**config.mk**
```make
export PLATFORM = sky130hd
export DESIGN_NAME = fsbu_top
export DESIGN_NICKNAME = d
export VERILOG_FILES = /design/src/core/fsbu_top.v
export VERILOG_INCLUDE_DIRS = /design/src /design/src/core
export SDC_FILE = /design/constraint.sdc
export NUM_CORES = 1
export LEC_CHECK = 0
export BUFFER_PORTS_ARGS = -buffer_cell sky130_fd_sc_hd__buf_2
export CAP_MARGIN = 20
export CORE_MARGIN = 5
export CORE_UTILIZATION = 46
export CTS_BUF_LIST = sky130_fd_sc_hd__clkbuf_8
export DETAILED_ROUTE_END_ITERATION = 10
export HOLD_SLACK_MARGIN = 0.15
export PLACE_DENSITY = 0.82
export SYNTH_ARGS = -nofsm -noshare
export SYNTH_HDL_FRONTEND = slang
export SYNTH_SLANG_ARGS = --single-unit
export TNS_END_PERCENT = 10
```
**constraint.sdc**
```tcl
create_clock -name ref_clk -period 2.4 [get_ports ref_clk]
set_clock_uncertainty 0.1 [all_clocks]
set_input_delay 0.48 -clock ref_clk [delete_from_list [all_inputs] [get_ports ref_clk]]
set_output_delay 0.48 -clock ref_clk [all_outputs]
set_load 0.01 [all_outputs]
```
**src/core/fsbu_consts.vh**
```
`ifndef FSBU_CONSTS_VH
`define FSBU_CONSTS_VH
`define FSBU_CMD_ERASE_BLK   8'h09
`define FSBU_CMD_ERASE_SEC   8'h0a
`define FSBU_CMD_UNSECURE    8'h0b
`define FSBU_CMD_VERIFY_KEY  8'h0c
`define FSBU_CMD_USER_MARGIN 8'h0d
`define FSBU_CMD_FIELD_MARGIN 8'h0e
`define FSBU_CMD_ERASE_ALL   8'h08
`define FSBU_SEC_UNSECURE    2'h2
`define FSBU_BACKDOOR_KEY_ENABLE_ENABLED   2'h2
`define FSBU_KEY_ZERO        16'h0000
`define FSBU_KEY_ONES        16'hffff
`define FSBU_BAD_DATA        16'hffff
`define FSBU_VERIFY_CYC      20'h0018e
`define FSBU_USER_MARGIN_CYC 20'h0015c
`define FSBU_FIELD_MARGIN_CYC 20'h0015d
`define FSBU_SEC_BUS_CYC     20'h0044b
`define FSBU_BLK_BUS_CYC_256 20'h1116f
`define FSBU_BLK_BUS_CYC_128 20'h088b7
`define FSBU_OP_CYC          20'h18703
`define FSBU_SEC_OP_CYC      20'h04e33
`endif

```
**src/core/fsbu_top.v**
```verilog
`timescale 1ns/100ps
`include "fsbu_consts.vh"
module fsbu_top (
  input  wire        ref_clk,
  input  wire        rst,
  input  wire        nvm_op_en,
  input  wire        cmd_launch,
  input  wire [7:0]  flash_command_code,
  input  wire [63:0] cmd_keys,
  input  wire        blk_is_128k,
  input  wire [63:0] stored_keys,
  input  wire [1:0]  stored_security_byte,
  input  wire [1:0]  backdoor_key_enable,
  input  wire [7:0]  protection_in,
  input  wire        blk0_rd_req,
  input  wire [15:0] blk0_rd_raw,
  output reg  [1:0]  security_state_field,
  output reg  [7:0]  protection_register,
  output reg         command_complete_flag,
  output reg         verify_blocked_ff,
  output reg         verify_busy_ff,
  output reg         cmd_error_ff,
  output reg         sec_sector_write_ok_ff,
  output reg  [15:0] blk0_rd_data_ff
);
  localparam ST_IDLE = 2'h0;
  localparam ST_BUS  = 2'h1;
  localparam ST_OP   = 2'h2;

  reg  [1:0]  state_ff;
  reg  [19:0] bus_cnt_ff;
  reg  [19:0] op_cnt_ff;
  reg  [7:0]  cmd_ff;
  reg         loaded_ff;
  reg  [1:0]  op_en_sync_ff;
  reg  [19:0] nxt_bus_cnt;
  reg  [19:0] nxt_op_cnt;
  reg         nxt_launch_err;
  reg         nxt_launch_verify;
  wire        op_tick;
  wire [3:0]  word_ok;
  wire        keys_ok;
  wire        key_accept;
  wire        launch_ok;
  wire        bus_done;
  wire        op_done;
  wire        verify_end;

  genvar      w;

  // The operating tick comes from another domain, so only the second flop is read.
  assign op_tick = op_en_sync_ff[1];

  generate
    for (w = 0; w < 4; w = w + 1) begin : g_key_word
      // A forbidden stored key word keeps the door shut even on a match.
      assign word_ok[w] = (stored_keys[w*16 +: 16] != `FSBU_KEY_ZERO) &&
                          (stored_keys[w*16 +: 16] != `FSBU_KEY_ONES) &&
                          (stored_keys[w*16 +: 16] == cmd_keys[w*16 +: 16]);
    end
  endgenerate

  assign keys_ok    = &word_ok;
  assign key_accept = keys_ok && (backdoor_key_enable == `FSBU_BACKDOOR_KEY_ENABLE_ENABLED);
  assign launch_ok  = (state_ff == ST_IDLE) && cmd_launch &&
                      command_complete_flag && loaded_ff;
  assign bus_done   = (state_ff == ST_BUS) && (bus_cnt_ff == 20'h0);
  assign op_done    = (state_ff == ST_OP) && (op_cnt_ff == 20'h0);
  assign verify_end = bus_done && (cmd_ff == `FSBU_CMD_VERIFY_KEY) && verify_busy_ff;

  // The verify and user margin bus budgets are two short of their limits, to cover the entry and exit cycles; the others are one short.
  always @* begin
    nxt_bus_cnt       = 20'h0;
    nxt_op_cnt        = 20'h0;
    nxt_launch_err    = 1'b0;
    nxt_launch_verify = 1'b0;
    case (flash_command_code)
      `FSBU_CMD_VERIFY_KEY: begin
        if (verify_blocked_ff) begin
          nxt_launch_err = 1'b1;
        end else begin
          nxt_launch_verify = 1'b1;
          nxt_bus_cnt       = `FSBU_VERIFY_CYC;
        end
      end
      `FSBU_CMD_ERASE_BLK: begin
        nxt_op_cnt  = `FSBU_OP_CYC;
        nxt_bus_cnt = blk_is_128k ? `FSBU_BLK_BUS_CYC_128 : `FSBU_BLK_BUS_CYC_256;
      end
      `FSBU_CMD_ERASE_SEC: begin
        nxt_op_cnt  = `FSBU_SEC_OP_CYC;
        nxt_bus_cnt = `FSBU_SEC_BUS_CYC;
      end
      `FSBU_CMD_UNSECURE, `FSBU_CMD_ERASE_ALL: begin
        nxt_op_cnt  = `FSBU_OP_CYC;
        nxt_bus_cnt = `FSBU_BLK_BUS_CYC_256;
      end
      `FSBU_CMD_USER_MARGIN: begin
        nxt_bus_cnt = `FSBU_USER_MARGIN_CYC;
      end
      `FSBU_CMD_FIELD_MARGIN: begin
        nxt_bus_cnt = `FSBU_FIELD_MARGIN_CYC;
      end
      default: begin
        nxt_launch_err = 1'b1;
      end
    endcase
  end

  always @(posedge ref_clk) begin
    if (rst) begin
      op_en_sync_ff <= 2'h0;
    end else begin
      op_en_sync_ff <= {op_en_sync_ff[0], nvm_op_en};
    end
  end

  // Security is reloaded from the stored byte after every reset, so an unlock is temporary.
  always @(posedge ref_clk) begin
    if (rst) begin
      loaded_ff           <= 1'b0;
      protection_register <= 8'h0;
    end else if (!loaded_ff) begin
      loaded_ff           <= 1'b1;
      protection_register <= protection_in;
    end
  end

  always @(posedge ref_clk) begin
    if (rst) begin
      security_state_field <= 2'h0;
    end else if (!loaded_ff) begin
      security_state_field <= stored_security_byte;
    end else if (verify_end && key_accept) begin
      security_state_field <= `FSBU_SEC_UNSECURE;
    end
  end

  // Keys and protection are only read by the verify, never written.
  always @(posedge ref_clk) begin
    if (rst) begin
      verify_blocked_ff <= 1'b0;
    end else if (verify_end && !key_accept) begin
      verify_blocked_ff <= 1'b1;
    end
  end

  always @(posedge ref_clk) begin
    if (rst) begin
      verify_busy_ff <= 1'b0;
    end else if (launch_ok) begin
      verify_busy_ff <= nxt_launch_verify;
    end else if (verify_end) begin
      verify_busy_ff <= 1'b0;
    end
  end

  always @(posedge ref_clk) begin
    if (rst) begin
      cmd_error_ff <= 1'b0;
    end else if (launch_ok) begin
      cmd_error_ff <= nxt_launch_err;
    end else if (verify_end && !key_accept) begin
      cmd_error_ff <= 1'b1;
    end
  end

  always @(posedge ref_clk) begin
    if (rst) begin
      command_complete_flag <= 1'b1;
    end else if (launch_ok) begin
      command_complete_flag <= 1'b0;
    end else if (op_done) begin
      command_complete_flag <= 1'b1;
    end
  end

  // Only an unsecured part may touch the sector that holds the security byte.
  always @(posedge ref_clk) begin
    if (rst) begin
      sec_sector_write_ok_ff <= 1'b0;
    end else begin
      sec_sector_write_ok_ff <= (security_state_field == `FSBU_SEC_UNSECURE);
    end
  end

  always @(posedge ref_clk) begin
    if (rst) begin
      blk0_rd_data_ff <= 16'h0;
    end else if (blk0_rd_req) begin
      blk0_rd_data_ff <= verify_busy_ff ? `FSBU_BAD_DATA : blk0_rd_raw;
    end
  end

  always @(posedge ref_clk) begin
    if (rst) begin
      state_ff   <= ST_IDLE;
      bus_cnt_ff <= 20'h0;
      op_cnt_ff  <= 20'h0;
      cmd_ff     <= 8'h0;
    end else begin
      case (state_ff)
        ST_IDLE: begin
          if (launch_ok) begin
            cmd_ff     <= flash_command_code;
            bus_cnt_ff <= nxt_bus_cnt;
            op_cnt_ff  <= nxt_op_cnt;
            state_ff   <= ST_BUS;
          end
        end
        ST_BUS: begin
          if (bus_done) begin
            state_ff <= ST_OP;
          end else begin
            bus_cnt_ff <= bus_cnt_ff - 20'h1;
          end
        end
        ST_OP: begin
          if (op_done) begin
            state_ff <= ST_IDLE;
          end else if (op_tick) begin
            op_cnt_ff <= op_cnt_ff - 20'h1;
          end
        end
        default: begin
          state_ff <= ST_IDLE;
        end
      endcase
    end
  end
endmodule

```
==> results of run 1 <==
-- cell usage in the layout (no fill, tap or decap), drive strengths merged, types with 19 or more instances in the layout --
| master | count |
|---|---|
| nor4 | 39 |
| nor2 | 86 |
| xnor2 | 38 |
| o22ai | 23 |
| nor2b | 20 |
| xor2 | 20 |
| nand2 | 30 |
| dfxtp | 84 |
| inv | 33 |
| a21oi | 31 |
| nand4 | 31 |
| buf | 269 |
| o21ai | 34 |
| nand3 | 19 |
| nor3 | 26 |
-- worst max path at each step --
stage,from,to,slack (ns),cells past startpoint
floorplan,stored_keys[46],security_state_field[1]$_SDFFE_PP0P_,0.09,6
global placement,stored_keys[46],security_state_field[1]$_SDFFE_PP0P_,-0.16,7
detailed placement,stored_keys[45],security_state_field[1]$_SDFFE_PP0P_,-0.26,7
CTS,bus_cnt_ff[15]$_SDFFE_PP0P_,security_state_field[1]$_SDFFE_PP0P_,0.02,6
global route,bus_cnt_ff[11]$_SDFFE_PP0P_,security_state_field[1]$_SDFFE_PP0P_,-0.08,6
finish,bus_cnt_ff[11]$_SDFFE_PP0P_,security_state_field[1]$_SDFFE_PP0P_,0.02,6
-- power groups by stage --
stage | combinational, mW | sequential [mW] | clock, mW
5_1_grt | 2.94 | 1.79 | 0.944
2_1_floorplan | 1.65 | 1.78 | 0
3_5_place_dp | 2.52 | 1.78 | 0
3_3_place_gp | 2.47 | 1.77 | 0
4_1_cts | 2.53 | 1.75 | 0.882
6_report | 2.67 | 1.76 | 0.870
-- per-layer routing --
metal | wire length, µm | up-vias | share of wire
li1 | - | 2900 | -
met1 | 7010 | 2772 | 0.38
met2 | 8970 | 287 | 0.49
met3 | 1480 | 55 | 0.080
met4 | 915 | 0 | 0.050
met5 | 0 | - | 0
-- state kept, by name (all words and copies together) (netlist names) --
name / cells
bus_cnt_ff: 20
op_cnt_ff: 20
blk0_rd_data_ff: 16
cmd_ff: 8
protection_register: 8
op_en_sync_ff: 2
security_state_field: 2
state_ff: 2
cmd_error_ff: 1
command_complete_flag: 1
loaded_ff: 1
sec_sector_write_ok_ff: 1
verify_blocked_ff: 1
verify_busy_ff: 1
-- per-stage QoR --
stage,instance area [µm²],total power [mW],setup slack (ns)
floorplan,5130,3.43,0.0895
global placement,6710,4.25,-0.162
detailed placement,6710,4.30,-0.260
CTS,6880,5.17,0.0166
global route,6930,5.67,-0.0771
finish,6930,5.30,0.0221
-- cells by family after synthesis --
kind of cell,count (synthesis),synth area share
buf+inv,58,0.0480
flops,84,0.328
mux,18,0.0353
simple gates,301,0.312
compound gates,132,0.168
xor+xnor,58,0.0990
fa+ha+maj,4,0.00975
-- layout make-up --
| cell class | count | area (µm²) | area share |
|---|---|---|---|
| diodes | 4 | 10.0 | 0.00145 |
| flip-flops and latches | 84 | 1680 | 0.243 |
| clock inverters | 6 | 25.0 | 0.00361 |
| multi-input cells | 513 | 3260 | 0.470 |
| well taps | 140 | 175 | 0.0253 |
| inverters | 29 | 109 | 0.0157 |
| clock buffers | 10 | 138 | 0.0199 |
| repair buffers | 269 | 1530 | 0.221 |
-- what timing repair did --
action	CTS	global route
setup endpoints to repair	2	17
resized for setup	1	8
pin swaps	0	2
cloned	0	0
-- critical path, delay by kind of cell (launching register included) --
family / cells / cell delay (ns)
AND/OR/NAND/NOR: 5 / 1.64
AO/OA/AOI/OAI: 1 / 0.25
flip-flops: 1 / 0.32
==> metrics.cfg, run 1 <==
[drt]
first_pass_iters=5
via_count=6014
drc=0
drt_iter0_markers=514
route.detailed.wl_per_inst_um=17.4
routed_via_density=5.70
ant_nets=0
wl_mm=18.4

[logic_synthesis]
syn-num-nets=829
yosysWarnings=0
ys.flop_type=dfxtp_1
synth-edff-count=0
syn_area_um2=5130
synth_most_common_cell=nor2_1
ys_seq_area_frac=0.328
syn_avg_cell_area_um2=7.84
yosys-top-cells-area=dfxtp_1 (33%), xnor2_1 (6.5%), nor2_1 (6.3%)
ys_seq_elements=84
ys_types=63
synth-async-reset-ratio=0
synth_top_area_cell=dfxtp_1
syn_inst=655
synth_common_cells=nor2_1 (86), dfxtp_1 (84), xnor2_1 (38)
yosys.area.top_type_share=0.328

[worst_setup_path]
cp_slowest_cell=or4_4
r2r_end=security_state_field[1]$_SDFFE_PP0P_
cp_cell_sequence=or4_4 -> nor4_4 -> nand2_1 -> or3_1 -> or4_1 -> a311oi_1
worstPathArrival_ns=2.56
cpPeakStageDelay_ns=0.57
startpoint_type=flip-flop
endpoint_kind=flip-flop
crit_type=flip-flop to flip-flop
crit_fanout=3
worstPathRequired_ns=2.58
reg2reg_slack_ns=0.02
regToRegStartpoint=bus_cnt_ff[11]$_SDFFE_PP0P_
rr_worst_depth=6

[placed_design]
dpl.cell_count=1035
gp_congestion=1.04
dp_hpwl_mm=14.7
io_buffer_count=200

[clock_tree]
cts_setup_buffers=0
cts_tree=yes
clk_pin_slew_ns=0.08
clockBufferDepth=2
cts_buffers=9
cts_max_level=3
clock_insertion_delay_worst_skew_ns=0.37
clock-root-buffer=clkbuf_8
numClockSinks=84
postCtsHoldBufs=0

[min_path]
hold_path_startpoint=nvm_op_en
min_to=op_en_sync_ff[0]$_SDFF_PP0_
hold_class=primary input to flip-flop
whs_path_depth=2

[final_layout]
area_growth_pct=34.9
num-fill-cells=955
final_layout_size_suffix_gt1_frac=0.337
postLayoutCoreUtil=0.636
stdcell_count=1055
fin_nets=1080

[flow_run]
cap_violations=0

[power_and_ir_drop]
seqPwrFrac=0.332
p_leak_nw=3.08
p_sw_mw=2.12
p_int_mw=3.18
peakVddDrop_uv=562
clkPwrFrac=0.164
pwr_density_cell_nw_per_um2=766
p_comb_frac=0.504
swShare=0.400

[sta]
worst_slew_pin_slew_ns=0.620
grt_setup_unrepaired=true
finalHoldViolCount=0
max_freq_ghz=0.421
finalCriticalPeriod_ns=2.38
finalHoldWorstSlack_ns=0.224
slew_viol_final=0
fin_tns_setup_ns=0
setup_viol=0
period_share=0.991
slew_headroom=0.586

[global_routing]
grt_max_degree=49
grtUsageMet2=0.473
grt_usage=0.266
grt_overflow=0
antenna_found_initial=4
grt_pass1_vias=5694
grt_pass1_wl_mm=28.1
use_met1=0.296
gr-usage-met3=0.0517
grt-busiest-layer=met2

[outcome]
status=finished, final reports clean

[die]
die_width_um=116
pin_count=201
dieHeight_um=116
core_um2=10900
initial_utilization=0.472
rows=38
dieArea_um2=13400

Note: power is estimated with default switching activity, not from simulation.
==> run 2: changes to the inputs <==
Settings changed: CORE_UTILIZATION 46 to 55, PLACE_DENSITY 0.82 to 0.92.
Clock period 2.4 ns to 2.85 ns, I/O delays scaled along.
==> metrics.cfg, run 2 (synthesis gave the netlist of run 1 again) <==
[outcome]
status=finished, final reports clean

[clock_tree]
cts_tree=yes
clock_insertion_delay_worst_skew_ns=0.37  ; about the same
clk_pin_slew_ns=0.10  ; +0.02 ns
cts_resized=0  ; -1
cts_max_level=3  ; unchanged
postCtsHoldBufs=0  ; unchanged
numClockSinks=84  ; unchanged
clockBufferDepth=2  ; unchanged
cts_buffers=9  ; unchanged
clock-root-buffer=clkbuf_8
cts_setup_buffers=0  ; unchanged

[worst_setup_path]
cp_slowest_cell=or4_1
cp_num_buf_inv=0  ; unchanged
crit_top_cell=or4_1
worstPathRequired_ns=3.02  ; +0.44 ns
startpoint_type=flip-flop
crit_type=flip-flop to flip-flop
endpoint_kind=flip-flop
path_delay_family=simple AND/OR/NAND/NOR gates
worstPathArrival_ns=2.62  ; +0.06 ns
cpPeakStageDelay_ns=0.58  ; about the same
crit_fanout=6  ; +3
cp_cell_sequence=or4_1 -> nor4_4 -> nand2_1 -> or3_1 -> or4_1 -> a311oi_1

[global_routing]
grt_pass1_wl_mm=27.2  ; -3.4%
grt_max_degree=63  ; +29%
antenna_found_initial=0  ; -4
grt_overflow=0  ; unchanged
grt_pass1_vias=5608  ; -1.5%
grt_usage=0.296  ; +0.0296

[die]
core_um2=9150  ; -16%
dieHeight_um=107  ; -7.8%
dieArea_um2=11400  ; -15%
pin_count=201  ; unchanged
die_width_um=107  ; -7.8%
rows=35  ; -7.9%
initial_utilization=0.561  ; +0.0894

[final_layout]
mostFrequentLayoutCell=buf_2
final_cell_mix=buf_2 (200), nor2_1 (86), dfxtp_1 (84), xnor2_1 (38), nor4_1 (37)
area_growth_pct=25.9
reg_top3=bus_cnt_ff: 20 flops, op_cnt_ff: 20 flops, blk0_rd_data_ff: 16 flops
fin_nets=1025  ; -5.1%
final_layout_size_suffix_gt1_frac=0.290  ; -0.0473
antenna_cells=0  ; -4

[placed_design]
dp_hpwl_mm=13.5  ; -8.5%
gp_congestion=1.04  ; +0.32%
io_buffer_count=200  ; unchanged

[drt]
first_pass_iters=5  ; unchanged
routed_via_density=6.08  ; +6.6%
drt_iter0_markers=624  ; +21%
route.detailed.wl_per_inst_um=17.8  ; +2.3%
via_count=5875  ; -2.3%
wl_mm=17.2  ; -6.2%
drc=0  ; unchanged
ant_nets=0  ; unchanged

[sta]
slew_viol_final=0  ; unchanged
finalHoldViolCount=0  ; unchanged
period_share=0.859  ; -0.132
worst_slew_pin_slew_ns=0.646  ; +0.0263 ns
finalHoldWorstSlack_ns=0.311  ; +0.0871 ns
max_freq_ghz=0.409  ; -2.8%
fin_tns_setup_ns=0  ; unchanged
slew_headroom=0.569  ; -0.0165
grt_setup_unrepaired=false
setup_viol=0  ; unchanged
finalCriticalPeriod_ns=2.45  ; +0.0689 ns

[power_and_ir_drop]
peakVddDrop_uv=425  ; -24%
pwr_density_cell_nw_per_um2=679  ; -11%
p_leak_nw=2.81  ; -8.8%

[min_path]
hold_class=primary input to flip-flop

[flow_run]
cap_violations=0  ; unchanged

run 2: cell types whose count changed in the layout (fill, tap and decap cells not counted), sizes merged:
| cell | change |
|---|---|
| buf | -55 |
| bufinv | +1 |
| clkbuf | -1 |
| clkinvlp | +1 |
| diode | -4 |
| inv | -1 |
run 2: cell type report:
class / instances / area, µm²
clock buffer: 9 / 124
clock inverter: 7 / 91.3
fill: 728 / 2690
inverter: 29 / 109
multi-input combinational: 513 / 3210
sequential: 84 / 1680
tap: 111 / 139
timing repair buffer: 214 / 1110
run 2: worst reg2reg max path: stages, from the launching register on:
cell and delay (ns):
dfxtp_1 0.39, or4_1 0.58, nor4_4 0.20, nand2_1 0.08
or3_1 0.33, or4_1 0.41, a311oi_1 0.27
run 2: worst paths after layout:
| kind | start | endpoint | slack [ns] | depth (start not counted) |
|---|---|---|---|---|
| worst max-delay path | bus_cnt_ff[3]$_SDFFE_PP0P_ | security_state_field[1]$_SDFFE_PP0P_ | 0.40 | 6 |
| worst min-delay path | nvm_op_en | op_en_sync_ff[0]$_SDFF_PP0_ | 0.31 | 2 |
| worst max register to register | bus_cnt_ff[3]$_SDFFE_PP0P_ | security_state_field[1]$_SDFFE_PP0P_ | 0.40 | 6 |
| worst min register to register | security_state_field[0]$_SDFFE_PP0P_ | sec_sector_write_ok_ff$_SDFF_PP0_ | 0.34 | 1 |
run 2: layer usage:
| layer | part of all wire | global-route usage |
|---|---|---|
| met1 | 0.38 | 0.354 |
| met2 | 0.48 | 0.507 |
| met3 | 0.098 | 0.0662 |
| met4 | 0.041 | 0.132 |
| met5 | 0 | 0 |
run 2: per-stage QoR:
| stage | std cells | util | total power [mW] | setup WS (ns) | instance area [µm²] |
|---|---|---|---|---|---|
| after floorplan | 655 | - | 2.89 | 0.450 | 5130 |
| after global placement | 951 | 0.683 | 3.40 | 0.167 | 6250 |
| after detailed placement | 951 | 0.683 | 3.45 | 0.102 | 6250 |
| after CTS | 967 | 0.706 | 4.37 | 0.405 | 6460 |
| after global routing | 967 | 0.706 | 4.65 | 0.187 | 6460 |
| final | 967 | 0.706 | 4.39 | 0.403 | 6460 |
run 2: report_power, final:
part           internal [mW]  leakage (nW)  switching [mW]  total (mW)
clock                  0.426         0.105           0.482       0.908
sequential              1.34         0.688           0.162        1.51
combinational          0.841          2.02            1.14        1.98
total                   2.61          2.81            1.78        4.39
